<file path="src/core/aco_pkg.sv">
// constants for the axis counter, origin-return and comparator setup block
// assumes one 25 MHz clock and command-code register access
package aco_pkg;
  // write and read command codes
  localparam logic [15:0] WR_IO = 16'h009d;
  localparam logic [15:0] RD_IO = 16'h00dd;
  localparam logic [15:0] WR_OC = 16'h009e;
  localparam logic [15:0] RD_OC = 16'h00de;
  localparam logic [15:0] WR_CMP = 16'h009f;
  localparam logic [15:0] RD_CMP = 16'h00df;
  // writable bits, reserved and read-only bits masked
  localparam logic [31:0] IO_WMASK = 32'h1ff7_ffff;
  localparam logic [31:0] OC_WMASK = 32'h777f_3fff;
  localparam logic [31:0] REG_RST = 32'h0000_0000;
  // input_and_io_setup fields
  localparam int ENC_FILT_OFF = 8;
  localparam int ENC_TYPE_L = 9;
  localparam int ENC_DIR_REV = 11;
  localparam int IDX_EDGE_SEL = 12;
  localparam int PUL_FILT_OFF = 13;
  localparam int PUL_TYPE_L = 14;
  localparam int PUL_DIR_REV = 16;
  localparam int ENC_IN_OFF = 17;
  localparam int PUL_IN_OFF = 18;
  localparam int EEPROM_FLAG = 19;
  localparam int IDLING_L = 20;
  localparam int GROUP_L = 24;
  localparam int IRQ_GAP_OPT = 28;
  // origin_and_counter_setup fields
  localparam int ORIGIN_L = 0;
  localparam int IDX_CNT_L = 4;
  localparam int C2_SRC_L = 8;
  localparam int C3_SRC_L = 10;
  localparam int C3_BUSY_GATE = 13;
  localparam int CLR_IN_L = 16;
  localparam int CLR_HOME_L = 20;
  localparam int BACKLASH_L = 24;
  localparam int CNT_CTRL_L = 28;
  // comparator_setup fields, comparator 2 sits one stride above 1
  localparam int CMP_SEL_L = 0;
  localparam int CMP_COND_L = 2;
  localparam int CMP_ACT_L = 5;
  localparam int CMP_STRIDE = 8;
  // quadrature input types
  localparam logic [1:0] QT_X1 = 2'b00;
  localparam logic [1:0] QT_X2 = 2'b01;
  localparam logic [1:0] QT_X4 = 2'b10;
  // comparator conditions and actions
  localparam logic [2:0] COND_EQ = 3'b001;
  localparam logic [2:0] COND_EQF = 3'b010;
  localparam logic [2:0] COND_EQB = 3'b011;
  localparam logic [2:0] COND_GT = 3'b100;
  localparam logic [2:0] COND_LT = 3'b101;
  localparam logic [2:0] COND_SLIM = 3'b110;
  localparam logic [1:0] ACT_NOW = 2'b01;
  localparam logic [1:0] ACT_DEC = 2'b10;
  localparam logic [1:0] ACT_SHF = 2'b11;
  // origin methods
  localparam logic [3:0] OM0 = 4'h0;
  localparam logic [3:0] OM3 = 4'h3;
  localparam logic [3:0] OM5 = 4'h5;
  localparam logic [3:0] OM6 = 4'h6;
  localparam logic [3:0] OM7 = 4'h7;
  localparam logic [3:0] OM8 = 4'h8;
  localparam logic [3:0] OM9 = 4'h9;
  localparam logic [3:0] OM10 = 4'ha;
  localparam logic [3:0] OM11 = 4'hb;
  localparam logic [3:0] OM12 = 4'hc;
  // timing
  localparam int CLK_NS = 40;
  localparam int FILT_NS = 150;
  localparam int FILT_CYC = (FILT_NS + CLK_NS - 1) / CLK_NS;
  localparam int C3_DIV = 4096;
  localparam logic [15:0] C3_MAX = 16'h7fff;
  localparam logic [15:0] C3_MIN = 16'h8000;
  typedef enum logic [5:0] {
    H_IDLE = 6'b00_0001,
    H_SEEK = 6'b00_0010,
    H_STOP = 6'b00_0100,
    H_REV = 6'b00_1000,
    H_EZ = 6'b01_0000,
    H_ZERO = 6'b10_0000
  } aco_home_t;
endpackage

</file>
<file path="src/core/aco_axis.sv">
// axis feedback inputs, counters 1-3, origin return 5-12, comparators 1-2
// assumes command pulses, busy and irq come from logic on clk_i
`timescale 1ns/1ps
module aco_axis #(
  parameter int CW = 28
) (
  input wire logic clk_i,
  input wire logic reset_n_i,
  input wire logic cmd_wr_i,
  input wire logic cmd_rd_i,
  input wire logic [15:0] cmd_code_i,
  input wire logic [31:0] cmd_wdata_i,
  output logic [31:0] cmd_rdata_o,
  output logic cmd_rvalid_o,
  input wire logic encoder_phase_a_i,
  input wire logic encoder_phase_b_i,
  input wire logic encoder_index_i,
  input wire logic pulser_phase_a_i,
  input wire logic pulser_phase_b_i,
  input wire logic origin_sensor_i,
  input wire logic end_limit_i,
  input wire logic counter_clear_input_i,
  input wire logic [2:0] group_select_pin_i,
  input wire logic eeprom_busy_i,
  input wire logic cmd_pulse_i,
  input wire logic cmd_dir_i,
  input wire logic busy_n_i,
  input wire logic backlash_i,
  input wire logic home_start_i,
  input wire logic irq_req_i,
  input wire logic irq_cause_reset_i,
  input wire logic cyclic_tick_i,
  input wire logic [CW-1:0] comparator1_data_i,
  input wire logic [CW-1:0] comparator2_data_i,
  output logic [CW-1:0] counter1_o,
  output logic [CW-1:0] counter2_o,
  output logic [15:0] counter3_o,
  output logic home_stop_o,
  output logic home_stop_now_o,
  output logic home_reverse_o,
  output logic home_done_o,
  output logic [1:0] cmp_met_o,
  output logic cmp_stop_now_o,
  output logic cmp_decel_o,
  output logic preshift_o,
  output logic irq_req_o,
  output logic [2:0] broadcast_group_o,
  output logic [2:0] idling_pulse_count_o
);
  localparam int DW = $clog2(aco_pkg::C3_DIV);
  localparam logic [2:0] FTOP = 3'(aco_pkg::FILT_CYC - 1);

  if (CW < 17 || CW > 32) begin : g_bad
    $error("counter width out of range");
  end

  typedef struct packed {
    logic [10:0] sy1;
    logic [10:0] sy2;
    logic [4:0] flt;
    logic [4:0] fpv;
    logic [4:0][2:0] fcnt;
    logic clr_pv;
    logic [31:0] io;
    logic [31:0] oc;
    logic [31:0] cmp;
    logic [CW-1:0] c1;
    logic [CW-1:0] c2;
    logic [15:0] c3;
    logic [2:0] cdir;
    logic [DW-1:0] div;
    aco_pkg::aco_home_t hs;
    logic [3:0] zcnt;
    logic hstop;
    logic hnow;
    logic hrev;
    logic hdone;
    logic [1:0] met;
    logic cnow;
    logic cdec;
    logic pshf;
    logic gap;
    logic irq;
    logic [2:0] group_select_pin;
    logic [2:0] idling_pulse_count;
    logic [31:0] rdata;
    logic rvalid;
  } aco_st_t;

  aco_st_t s;
  aco_st_t n;
  logic byp;
  logic [1:0] eq;
  logic [1:0] pq;
  logic e_up;
  logic e_dn;
  logic p_up;
  logic p_dn;
  logic c_up;
  logic c_dn;
  logic tick;
  logic zedge;
  logic clr_edge;
  logic fin;
  logic hclr;
  logic [3:0] base;
  logic [2:0] en;
  logic [2:0] cl;
  logic signed [2:0] d3;
  logic signed [16:0] sum3;
  logic [16:0] ab;
  logic [CW-1:0] cv;
  logic [CW-1:0] data;
  logic [1:0] sel;
  logic [1:0] act;
  logic [2:0] cond;
  logic m;

  // returns {up, down} from current and previous phase levels
  function automatic logic [1:0] quad(input logic [1:0] t, input logic a,
                                      input logic b, input logic pa, input logic pb);
    logic ar;
    logic af;
    logic br;
    logic bf;
    ar = a & !pa;
    af = !a & pa;
    br = b & !pb;
    bf = !b & pb;
    case (t)
      aco_pkg::QT_X1: quad = {ar & !b, af & !b};
      aco_pkg::QT_X2: quad = {(ar & !b) | (af & b), (ar & b) | (af & !b)};
      aco_pkg::QT_X4: quad = {(ar & !b) | (br & a) | (af & b) | (bf & !a),
                              (ar & b) | (br & !a) | (af & !b) | (bf & a)};
      default: quad = {ar & !br, br & !ar};
    endcase
  endfunction

  function automatic logic signed [2:0] step(input logic up, input logic dn);
    step = $signed({2'b00, up}) - $signed({2'b00, dn});
  endfunction

  always_comb begin
    n = s;
    byp = 1'b0;
    n.hstop = 1'b0;
    n.hnow = 1'b0;
    n.hdone = 1'b0;
    n.cnow = 1'b0;
    n.cdec = 1'b0;
    n.pshf = 1'b0;
    n.rvalid = 1'b0;
    fin = 1'b0;
    hclr = 1'b0;
    n.sy1 = {group_select_pin_i, counter_clear_input_i, end_limit_i, origin_sensor_i,
             pulser_phase_b_i, pulser_phase_a_i, encoder_index_i, encoder_phase_b_i,
             encoder_phase_a_i};
    n.sy2 = s.sy1;
    n.fpv = s.flt;
    // glitch filter: accept a level once it has stood FILT_CYC samples
    for (int i = 0; i < 5; i++) begin
      byp = (i < 3) ? s.io[aco_pkg::ENC_FILT_OFF] : s.io[aco_pkg::PUL_FILT_OFF];
      if (s.sy2[i] == s.flt[i]) begin
        n.fcnt[i] = 3'h0;
      end else if (byp || s.fcnt[i] == FTOP) begin
        n.flt[i] = s.sy2[i];
        n.fcnt[i] = 3'h0;
      end else begin
        n.fcnt[i] = s.fcnt[i] + 3'h1;
      end
    end
    eq = quad(s.io[aco_pkg::ENC_TYPE_L +: 2], s.flt[0], s.flt[1], s.fpv[0], s.fpv[1]);
    pq = quad(s.io[aco_pkg::PUL_TYPE_L +: 2], s.flt[3], s.flt[4], s.fpv[3], s.fpv[4]);
    if (s.io[aco_pkg::ENC_IN_OFF]) eq = 2'b00;
    if (s.io[aco_pkg::PUL_IN_OFF]) pq = 2'b00;
    if (s.io[aco_pkg::ENC_DIR_REV]) eq = {eq[0], eq[1]};
    if (s.io[aco_pkg::PUL_DIR_REV]) pq = {pq[0], pq[1]};
    e_up = eq[1];
    e_dn = eq[0];
    p_up = pq[1];
    p_dn = pq[0];
    c_up = cmd_pulse_i & cmd_dir_i;
    c_dn = cmd_pulse_i & !cmd_dir_i;
    zedge = s.io[aco_pkg::IDX_EDGE_SEL] ? (s.flt[2] & !s.fpv[2])
                                        : (!s.flt[2] & s.fpv[2]);
    n.clr_pv = s.sy2[7];
    clr_edge = s.sy2[7] & !s.clr_pv;
    n.div = s.div + DW'(1);
    tick = &s.div;

    // origin return sequencer
    case (s.oc[aco_pkg::ORIGIN_L +: 4])
      aco_pkg::OM9: base = aco_pkg::OM0;
      aco_pkg::OM10: base = aco_pkg::OM3;
      aco_pkg::OM11: base = aco_pkg::OM5;
      aco_pkg::OM12: base = aco_pkg::OM8;
      default: base = s.oc[aco_pkg::ORIGIN_L +: 4];
    endcase
    case (s.hs)
      aco_pkg::H_IDLE: begin
        if (home_start_i && s.oc[aco_pkg::ORIGIN_L +: 4] >= aco_pkg::OM5 &&
            s.oc[aco_pkg::ORIGIN_L +: 4] <= aco_pkg::OM12) begin
          n.hs = aco_pkg::H_SEEK;
        end
      end
      aco_pkg::H_SEEK: begin
        if (s.sy2[5]) begin
          n.hstop = 1'b1;
          n.hs = aco_pkg::H_STOP;
        end
      end
      aco_pkg::H_STOP: begin
        if (busy_n_i) begin
          if (base == aco_pkg::OM0 || base == aco_pkg::OM3) begin
            fin = 1'b1;
          end else begin
            n.hrev = 1'b1;
            n.hs = aco_pkg::H_REV;
          end
        end
      end
      aco_pkg::H_REV: begin
        if (base == aco_pkg::OM8) begin
          if (!s.sy2[6]) begin
            n.zcnt = 4'h0;
            n.hs = aco_pkg::H_EZ;
          end
        end else if (!s.sy2[5]) begin
          if (base == aco_pkg::OM6) begin
            n.hnow = 1'b1;
            n.hrev = 1'b0;
            fin = 1'b1;
          end else begin
            n.zcnt = 4'h0;
            n.hs = aco_pkg::H_EZ;
          end
        end
      end
      aco_pkg::H_EZ: begin
        if (zedge) begin
          if (s.zcnt == s.oc[aco_pkg::IDX_CNT_L +: 4]) begin
            n.hrev = 1'b0;
            n.hstop = (base == aco_pkg::OM5);
            n.hnow = (base != aco_pkg::OM5);
            fin = 1'b1;
          end else begin
            n.zcnt = s.zcnt + 4'h1;
          end
        end
      end
      aco_pkg::H_ZERO: begin
        if (s.c2 == '0) begin
          n.hnow = 1'b1;
          n.hdone = 1'b1;
          n.hs = aco_pkg::H_IDLE;
        end
      end
      default: n.hs = aco_pkg::H_IDLE;
    endcase
    if (fin) begin
      hclr = (base != aco_pkg::OM6) || !s.sy2[6];
      if (s.oc[aco_pkg::ORIGIN_L +: 4] >= aco_pkg::OM9) begin
        n.hs = aco_pkg::H_ZERO;
      end else begin
        n.hdone = 1'b1;
        n.hs = aco_pkg::H_IDLE;
      end
    end

    // counters
    for (int k = 0; k < 3; k++) begin
      en[k] = s.oc[aco_pkg::CNT_CTRL_L + k] &&
              (!backlash_i || s.oc[aco_pkg::BACKLASH_L + k]);
      cl[k] = (clr_edge && s.oc[aco_pkg::CLR_IN_L + k]) ||
              (hclr && s.oc[aco_pkg::CLR_HOME_L + k]);
    end
    if (s.oc[aco_pkg::C3_BUSY_GATE] && busy_n_i) en[2] = 1'b0;
    if (cl[0]) begin
      n.c1 = '0;
    end else if (en[0] && cmd_pulse_i) begin
      n.c1 = s.c1 + CW'(step(c_up, c_dn));
      n.cdir[0] = c_up;
    end
    case (s.oc[aco_pkg::C2_SRC_L +: 2])
      2'b00: eq = {e_up, e_dn};
      2'b01: eq = {c_up, c_dn};
      2'b10: eq = {p_up, p_dn};
      default: eq = 2'b00;
    endcase
    if (cl[1]) begin
      n.c2 = '0;
    end else if (en[1] && (eq[1] ^ eq[0])) begin
      n.c2 = s.c2 + CW'(step(eq[1], eq[0]));
      n.cdir[1] = eq[1];
    end
    case (s.oc[aco_pkg::C3_SRC_L +: 3])
      3'b000: d3 = step(c_up, c_dn);
      3'b001: d3 = step(e_up, e_dn);
      3'b010: d3 = step(p_up, p_dn);
      3'b011: d3 = step(tick, 1'b0);
      3'b100: d3 = step(c_up, c_dn) - step(e_up, e_dn);
      3'b101: d3 = step(p_up, p_dn) - step(c_up, c_dn);
      3'b110: d3 = step(p_up, p_dn) - step(e_up, e_dn);
      default: d3 = 3'sd0;
    endcase
    sum3 = $signed({s.c3[15], s.c3}) + 17'(d3);
    if (cl[2]) begin
      n.c3 = 16'h0000;
    end else if (en[2] && d3 != 3'sd0) begin
      if (sum3[16] != sum3[15]) begin
        n.c3 = sum3[16] ? aco_pkg::C3_MIN : aco_pkg::C3_MAX;
      end else begin
        n.c3 = sum3[15:0];
      end
      n.cdir[2] = !d3[2];
    end

    // comparators 1 and 2
    ab = s.c3[15] ? 17'(~{1'b1, s.c3} + 17'h0_0001) : {1'b0, s.c3};
    for (int j = 0; j < 2; j++) begin
      sel = s.cmp[j * aco_pkg::CMP_STRIDE + aco_pkg::CMP_SEL_L +: 2];
      cond = s.cmp[j * aco_pkg::CMP_STRIDE + aco_pkg::CMP_COND_L +: 3];
      act = s.cmp[j * aco_pkg::CMP_STRIDE + aco_pkg::CMP_ACT_L +: 2];
      data = (j == 0) ? comparator1_data_i : comparator2_data_i;
      cv = (sel == 2'b00) ? s.c1 : (sel == 2'b01) ? s.c2 : CW'(ab);
      case (cond)
        aco_pkg::COND_EQ: m = sel != 2'b11 && data == cv;
        aco_pkg::COND_EQF: m = sel != 2'b11 && data == cv && s.cdir[sel];
        aco_pkg::COND_EQB: m = sel != 2'b11 && data == cv && !s.cdir[sel];
        aco_pkg::COND_GT: m = sel != 2'b11 && $signed(data) > $signed(cv);
        aco_pkg::COND_LT: m = sel != 2'b11 && $signed(data) < $signed(cv);
        aco_pkg::COND_SLIM: m = (j == 0) ? $signed(data) < $signed(s.c1)
                                         : $signed(data) > $signed(s.c1);
        default: m = 1'b0;
      endcase
      n.met[j] = m;
      if (m && !s.met[j]) begin
        if (act == aco_pkg::ACT_NOW) n.cnow = 1'b1;
        if (act == aco_pkg::ACT_DEC) n.cdec = 1'b1;
        if (act == aco_pkg::ACT_SHF) n.pshf = 1'b1;
      end
    end

    // interrupt gap, cause reset wins over the cyclic tick
    if (irq_cause_reset_i && s.io[aco_pkg::IRQ_GAP_OPT]) begin
      n.gap = 1'b1;
    end else if (cyclic_tick_i) begin
      n.gap = 1'b0;
    end
    n.irq = irq_req_i && !n.gap;
    n.group_select_pin = (s.io[aco_pkg::GROUP_L +: 3] == 3'b000) ? s.sy2[10:8]
                                                    : s.io[aco_pkg::GROUP_L +: 3];
    n.idling_pulse_count = (s.io[aco_pkg::IDLING_L +: 3] == 3'b000) ? 3'b000
                                                     : s.io[aco_pkg::IDLING_L +: 3] - 3'b001;

    // command-code register access
    if (cmd_wr_i) begin
      if (cmd_code_i == aco_pkg::WR_IO) begin
        n.io = cmd_wdata_i & aco_pkg::IO_WMASK;
      end else if (cmd_code_i == aco_pkg::WR_OC) begin
        n.oc = cmd_wdata_i & aco_pkg::OC_WMASK;
      end else if (cmd_code_i == aco_pkg::WR_CMP) begin
        n.cmp = cmd_wdata_i;
      end
    end
    if (cmd_rd_i) begin
      n.rvalid = 1'b1;
      if (cmd_code_i == aco_pkg::RD_IO) begin
        n.rdata = s.io;
        n.rdata[aco_pkg::EEPROM_FLAG] = eeprom_busy_i;
      end else if (cmd_code_i == aco_pkg::RD_OC) begin
        n.rdata = s.oc;
      end else if (cmd_code_i == aco_pkg::RD_CMP) begin
        n.rdata = s.cmp;
      end else begin
        n.rdata = 32'h0000_0000;
        n.rvalid = 1'b0;
      end
    end
  end

  always_ff @(posedge clk_i) begin
    if (!reset_n_i) begin
      s <= '0;
      s.io <= aco_pkg::REG_RST;
      s.oc <= aco_pkg::REG_RST;
      s.cmp <= aco_pkg::REG_RST;
      s.hs <= aco_pkg::H_IDLE;
    end else begin
      s <= n;
    end
  end

  assign cmd_rdata_o = s.rdata;
  assign cmd_rvalid_o = s.rvalid;
  assign counter1_o = s.c1;
  assign counter2_o = s.c2;
  assign counter3_o = s.c3;
  assign home_stop_o = s.hstop;
  assign home_stop_now_o = s.hnow;
  assign home_reverse_o = s.hrev;
  assign home_done_o = s.hdone;
  assign cmp_met_o = s.met;
  assign cmp_stop_now_o = s.cnow;
  assign cmp_decel_o = s.cdec;
  assign preshift_o = s.pshf;
  assign irq_req_o = s.irq;
  assign broadcast_group_o = s.group_select_pin;
  assign idling_pulse_count_o = s.idling_pulse_count;
endmodule

</file>
<file path="config.mk">
export PLATFORM = sky130hd
export DESIGN_NAME = aco_axis
export DESIGN_NICKNAME = d
export VERILOG_FILES = /design/src/core/aco_pkg.sv /design/src/core/aco_axis.sv
export SDC_FILE = /design/constraint.sdc
export NUM_CORES = 1
export LEC_CHECK = 0
export BUFFER_PORTS_ARGS = -buffer_cell sky130_fd_sc_hd__buf_2
export CAP_MARGIN = 20
export CORE_ASPECT_RATIO = 0.7
export CORE_MARGIN = 10
export CORE_UTILIZATION = 45
export DETAILED_ROUTE_END_ITERATION = 12
export GPL_ROUTABILITY_DRIVEN = 0
export PLACE_DENSITY = 0.69
export SLEW_MARGIN = 20
export SYNTH_ARGS = -nofsm -noshare
export SYNTH_HDL_FRONTEND = slang
export SYNTH_SLANG_ARGS = --single-unit
</file>
<file path="constraint.sdc">
create_clock -name clk_i -period 5.55 [get_ports clk_i]
set_input_delay 0.555 -clock clk_i [delete_from_list [all_inputs] [get_ports clk_i]]
set_output_delay 0.555 -clock clk_i [all_outputs]
set_load 0.05 [all_outputs]
</file>
======== Word level (Yosys, flattened, before mapping) ========
Cells that the tools add are included.
cells by class
  multiplexer cells ....................... 79
  reduce and logical (&&, ||, !) cells .... 104
  bitwise logic cells ..................... 62
  $lt $le $gt $ge ......................... 11
  $add $sub $neg .......................... 19
  equality and inequality tests ........... 90
operators with widths
  kind                   number
  $mux W28               4
  $eq A16 B8 Y1 const B  6
  $mux W32               3
  $gt A28 B28 Y1         3
  $lt A28 B28 Y1         3
  $add A28 B28 Y28       2
  $eq A28 B28 Y1         2
  $mux W6                7
  $mux W10               4
  $pmux W6 S6            1
  $and A1 B1 Y1          33
  $eq A3 B2 Y1 const B   11
  $mux W16               2
  $mux W1                30
  $logic_and A1 B1 Y1    29
  $logic_not A28 Y1      1
  $eq A3 B3 Y1 const B   9
  $logic_not A1 Y1       24
  $ne A3 B3 Y1 const B   8
  $ne A2 B2 Y1 const B   11
  $pmux W3 S7            1
  $eq A4 B4 Y1 const B   5
  $reduce_and A2 Y1      10
  $pmux W2 S3            3
  other kinds (57)       153
word-level totals
  input bits .............................. 128
  register bits after elaboration ......... 282
  output and inout port bits .............. 121
  word-level logic and storage cells ...... 405

======== Logic depth before layout (Yosys ltp) ========
  depth after elaboration ................. 15
  mapped depth ............................ 27
  gate-level depth less buffers ........... 25

======== Worst setup path before layout ========
No wires, ideal clock.
  path type ............................... input-to-reg
  start point ............................. in cmd_dir_i
  end point ............................... reg s, in the netlist counter3_o[7]
  stages .................................. 18
  arrival ................................. 5.243 ns
  path slack .............................. 0.216 ns
  data required time ...................... 5.459 ns
  buffers on the path ..................... 3
  setup time .............................. 0.091 ns
  cells stage by stage .................... clkbuf_1 nor2_1 inv_1 fa_1 mux2_2 o221ai_1 nand2_1 fa_1 nor2b_1 o2111ai_1 and3_1 o31ai_2 o211ai_1 o2bb2ai_1 buf_4 buf_4 nand2_1 a311oi_1
on the way
  word-level cells in the longest chain between the ends .. 8
  elaborated cells on any way between the ends .. 13
  those cells by class .................... 4 x add/sub; 1 x eq/ne; 3 x mux; 2 x bitwise; 3 x reduce/logical
ends and longest elaborated chain
  element                                          line                              RTL
  start, declared                                  aco_axis.sv:26                    input wire logic cmd_dir_i,
  $logic_not A1 Y1                                 aco_axis.sv:183                   c_dn = cmd_pulse_i & !cmd_dir_i;
  $and A1 B1 Y1                                    aco_axis.sv:183
  $sub A1 B1 Y2 *                                  aco_axis.sv:140                   step = $signed({2'b00, up}) - $signed({2'b00, dn});
  $sub A2 B2 Y3, on equally long branches          aco_axis.sv:302, aco_axis.sv:301
  $pmux W3 S7 *                                    aco_axis.sv:296                   case (s.oc[aco_pkg::C3_SRC_L +: 3])
  $add A16 B3 Y17                                  aco_axis.sv:306                   sum3 = $signed({s.c3[15], s.c3}) + 17'(d3);
  $mux W16 / $ne A1 B1 Y1 (equally long branches)  aco_axis.sv:311, aco_axis.sv:310
  $mux W16                                         aco_axis.sv:310                   if (sum3[16] != sum3[15]) begin
  end signal, assigned                             aco_axis.sv:390                   s <= n;
  end, declared                                    aco_axis.sv:90                    aco_st_t s;
Mark *: on every way between the ends. The rest lies on a longest branch, timed or not.
A chain may end at the register's enable or synchronous reset.

======== Final worst setup path ========
  start point ............................. reg s, in the netlist n[259]
  end point ............................... reg s, in the netlist counter3_o[0]
on the way
  word-level cells in the longest chain between the ends .. 14
  elaborated cells on any way between the ends .. 35
  those cells by class .................... 4 x add/sub; 1 x eq/ne; 6 x mux; 20 x bitwise; 4 x reduce/logical
ends and longest elaborated chain
  element                                                   line                              RTL
  $and A1 B1 Y1 / $logic_not A1 Y1 (equally long branches)  --
  $and A1 B1 Y1, on equally long branches                   --
  $or A1 B1 Y1 (tied with other cells)                      aco_axis.sv:133                   aco_pkg::QT_X4: quad = {(ar & !b) | (br & a) | (af & b) | (bf & !a),
  $or A1 B1 Y1, on equally long branches (2 in series)      aco_axis.sv:133, aco_axis.sv:134
  $pmux W2 S3 *                                             aco_axis.sv:130                   case (t)
  $mux W2 *                                                 aco_axis.sv:174                   if (s.io[aco_pkg::ENC_IN_OFF]) eq = 2'b00;
  $mux W2 *                                                 aco_axis.sv:176                   if (s.io[aco_pkg::ENC_DIR_REV]) eq = {eq[0], eq[1]};
  $sub A1 B1 Y2 *                                           aco_axis.sv:140
  $sub A2 B2 Y3, on equally long branches                   aco_axis.sv:303, aco_axis.sv:301
  $pmux W3 S7 *                                             aco_axis.sv:296
  $add A16 B3 Y17                                           aco_axis.sv:306
  $mux W16 / $ne A1 B1 Y1 (equally long branches)           aco_axis.sv:311, aco_axis.sv:310
  $mux W16                                                  aco_axis.sv:310
Marked as above.

==> results.md <==
- Outcome: finished, final reports clean
- Post-synth EDFFs: 0
- Endpoints failing hold: 0
- Wirelength per Cell: 19.9 microns
- Area occupied by multi-input gates: 13000 sq um
- Min-delay worst type: in2reg
- Hold_buf cts: 0
- Fin nets: 3026
- Tcrit/Tclk final: 97.3%
- Commonest non-fill, non-tap cell in the layout: nand2_1
- Worst-path fanout max: 14
- Inserted Clock Buffers: 30
- Max Slew Vio Count: 0
- CP Launch Type: register
- Pleak: 8.97 nW
- Fillcell total: 4231
- Crit path from: n[259]$_SDFFE_PN0P_
- Crit path DAT: 5.86 ns
- Total power: 4.61 mW
- Final ANT Viol Nets: 0
- Cell count after synthesis: 2594
- Pwr/cell area: 206 nW/um^2
- Share of cells above drive strength 1: 16.6%
- Die height: 197 microns
- Remaining global-route overflow: 0
- Worst R2R End: counter3_o[0]$_SDFFE_PP0P_
- Die area: 53600 sq um
- Synth Flop Type: dfxtp_1
- Post-synthesis sequential area ratio: 28.1%
- CTS H-tree depth: 1
- CTS Sinks: 282
- Detailed Place HPWL: 49700 microns
- Largest net degree at the start of global routing: 79
- Area Growth Syn to Fin: 11.5%
- Most frequent cells in the layout: nand2_1 (379), dfxtp_1 (275), a21oi_1 (269)
- Io pins: 249
- Synth warn: 0
- Endpoints failing setup: 0
- Fin Hold WS: 0.182 ns
- Clk_skew: 0.0214 ns
- First-pass GRT wire length: 100000 microns
- Yosys reg bits: 282
- GRT Total Usage: 23.0%
- Later-pin clock latency in the skew report: 0.59 ns
- Core Region: 43900 sq um
- Critical setup path kind: reg2reg
- Depth of the most critical reg-to-reg path: 27
- Post-synth ARST share: 0%
- Vias: 19177
- Remaining routing DRC violations: 0
- Mean area per synthesized cell: 7.73 sq um
- Reg2reg start: n[259]$_SDFFE_PN0P_
- R2R setup slack: 0.15 ns
- Worst-Margin Slew: 1.05 ns
- Clock Root Buffer: clkbuf_16
- CTS clk-pin slew, worst paths: 0.06 ns
- Synth Net Count: 2931
- FF+latch area: 5660 sq um
- Maxcap violations: 0
- Critical Path RT: 6.01 ns
- Via density: 5.79
- Slew HR: 30.2%
- Routed WL: 65800 microns
- Crit. End Element: register
- Rows: 64
- Post-synth cell types: 93
- Antenna violations before repair: 9
- Iter 0 DRT Violations: 1745
- Synthesized area: 20100 sq um
- Initial core utilization: 45.7%
- Largest vdd supply drop: 224 uV
- Fmax: 185 MHz
- CP endpoint: counter3_o[0]$_SDFFE_PP0P_
- # port buffers: 248
- Vias in the first global route: 17884
- CTS Buffer Depth: 3
- CTS tree: yes
- Die width: 272 microns
- Min Tclk post-route: 5.40 ns
- DR pass1 iterations: 5
layout make-up:
class / count / share of cell area, %
clock inverter: 13 / 0.856
clock buffer: 40 / 3.75
inverter: 89 / 1.52
tap: 594 / 3.32
timing repair buffer: 296 / 7.23
antenna: 7 / 0.0783
multi-input combinational: 1990 / 57.9
sequential: 282 / 25.3
worst max-delay path, cell delays in order (launching register included):
cell,delay (ns)
dfxtp_4,0.42
a21boi_0,0.21
o22ai_1,0.10
a21oi_1,0.20
nor3_2,0.09
mux2_4,0.29
ha_1,0.32
buf_4,0.14
inv_1,0.05
ha_2,0.18
inv_1,0.05
fa_1,0.35
nor2_1,0.12
a21oi_2,0.04
o211ai_1,0.17
nand2_1,0.14
clkinvlp_4,0.23
buf_6,0.15
ha_1,0.28
and2_1,0.16
o21ai_0,0.29
o31ai_4,0.13
o211ai_1,0.29
o2bb2ai_2,0.14
buf_6,0.18
maj3_1,0.33
a21oi_1,0.15
nor2_1,0.05
registers in the layout, summed over array words and instances (netlist names), 2 cells and up:
signal	flops
counter3_o	16
act	2
cmd_rdata_o	32
cond	3
n	17
cmp_met_o	2
s	138
broadcast_group_o	3
counter2_o	28
idling_pulse_count_o	3
counter1_o	28
cells by family (layout without fill, tap and decap cells):
group / after synthesis / after routing / synth area share [%]
flops: 282 / 282 / 28.1
buf+inv: 323 / 438 / 8.34
mux: 58 / 58 / 2.94
xor+xnor: 81 / 82 / 3.64
fa+ha+maj: 211 / 211 / 13.4
simple gates: 937 / 937 / 21.5
compound gates: 702 / 702 / 22.0
other cells: 0 / 7 / 0
power by group:
group          leakage, nW  switching (mW)  total [mW]  internal (mW)
registers             2.29          0.0123        2.06           2.04
logic                 6.19           0.266       0.422          0.156
clock network        0.496           0.884        2.13           1.25
per-stage QoR:
| stage | utilization, % | instances | cell area (sq um) | TNS (ns) | setup slack (ns) |
|---|---|---|---|---|---|
| 3_5_place_dp | 47.9 | 3238 | 21000 | -3.17 | -0.267 |
| 6_report | 51.0 | 3311 | 22400 | 0 | 0.151 |
| 5_1_grt | 51.0 | 3307 | 22400 | -0.285 | -0.0701 |
| 2_1_floorplan | - | 2594 | 20100 | 0 | 0.216 |
| 4_1_cts | 50.4 | 3295 | 22100 | 0 | 0.00255 |
| 3_3_place_gp | 47.9 | 3238 | 21000 | 0 | 0.0938 |
layer usage:
| metal | routed length [microns] | up-vias | GRT usage [%] | part of all wire, % |
|---|---|---|---|---|
| met5 | 56 | - | 0 | 0.085 |
| met1 | 29500 | 9082 | 31.2 | 45 |
| li1 | - | 9250 | - | - |
| met2 | 29300 | 713 | 36.2 | 44 |
| met3 | 5040 | 124 | 4.14 | 7.7 |
| met4 | 2020 | 8 | 7.80 | 3.1 |
repair_timing:
action	4_1_cts	5_1_grt
pin swaps	5	17
resized for setup	13	46
endpoints found under the setup margin	16	18
buffers inserted	2	8
cloned	2	1
endpoints found under the hold margin	0	0
Yosys cell counts (7+ instances only):
cell | n | share of area, %
or3_1 | 19 | 0.59
o21a_1 | 25 | 0.94
nand4_1 | 33 | 1.0
ha_1 | 202 | 13
o22ai_1 | 12 | 0.37
a21oi_1 | 272 | 6.8
buf_4 | 119 | 4.5
xnor2_1 | 39 | 1.7
a211oi_1 | 44 | 1.6
nor2_1 | 249 | 4.7
nor2b_1 | 29 | 0.90
clkbuf_1 | 101 | 1.9
a31oi_1 | 17 | 0.53
mux2i_1 | 50 | 2.5
nand2b_1 | 18 | 0.56
o21ai_0 | 121 | 3.0
a22oi_1 | 34 | 1.3
a311oi_1 | 15 | 0.65
nor4_1 | 18 | 0.56
a21o_1 | 69 | 2.6
and2_1 | 38 | 1.2
xor2_1 | 40 | 1.7
buf_2 | 10 | 0.25
o21bai_1 | 7 | 0.26
inv_1 | 88 | 1.6
o211ai_1 | 12 | 0.45
nor3_1 | 30 | 0.75
nand3b_1 | 13 | 0.49
nand3_1 | 42 | 1.0
o31ai_1 | 11 | 0.41
mux2_2 | 8 | 0.45
dfxtp_1 | 282 | 28
fa_1 | 7 | 0.70
or2_2 | 26 | 0.81
nand2_1 | 380 | 7.1
worst min path at each step:
stage                          start                 to  slack, ns  depth (start not counted)
2_1_floorplan      s[244]$_SDFF_PP0_  s[244]$_SDFF_PP0_       0.40                          1
3_3_place_gp       s[253]$_SDFF_PP0_  s[253]$_SDFF_PP0_       0.41                          1
3_5_place_dp       s[244]$_SDFF_PP0_  s[244]$_SDFF_PP0_       0.41                          1
4_1_cts        group_select_pin_i[2]  n[279]$_SDFF_PN0_       0.16                          2
5_1_grt            encoder_phase_a_i  n[269]$_SDFF_PN0_       0.16                          2
6_report       group_select_pin_i[2]  n[279]$_SDFF_PN0_       0.18                          2
Power figures use the tool's default switching activity.
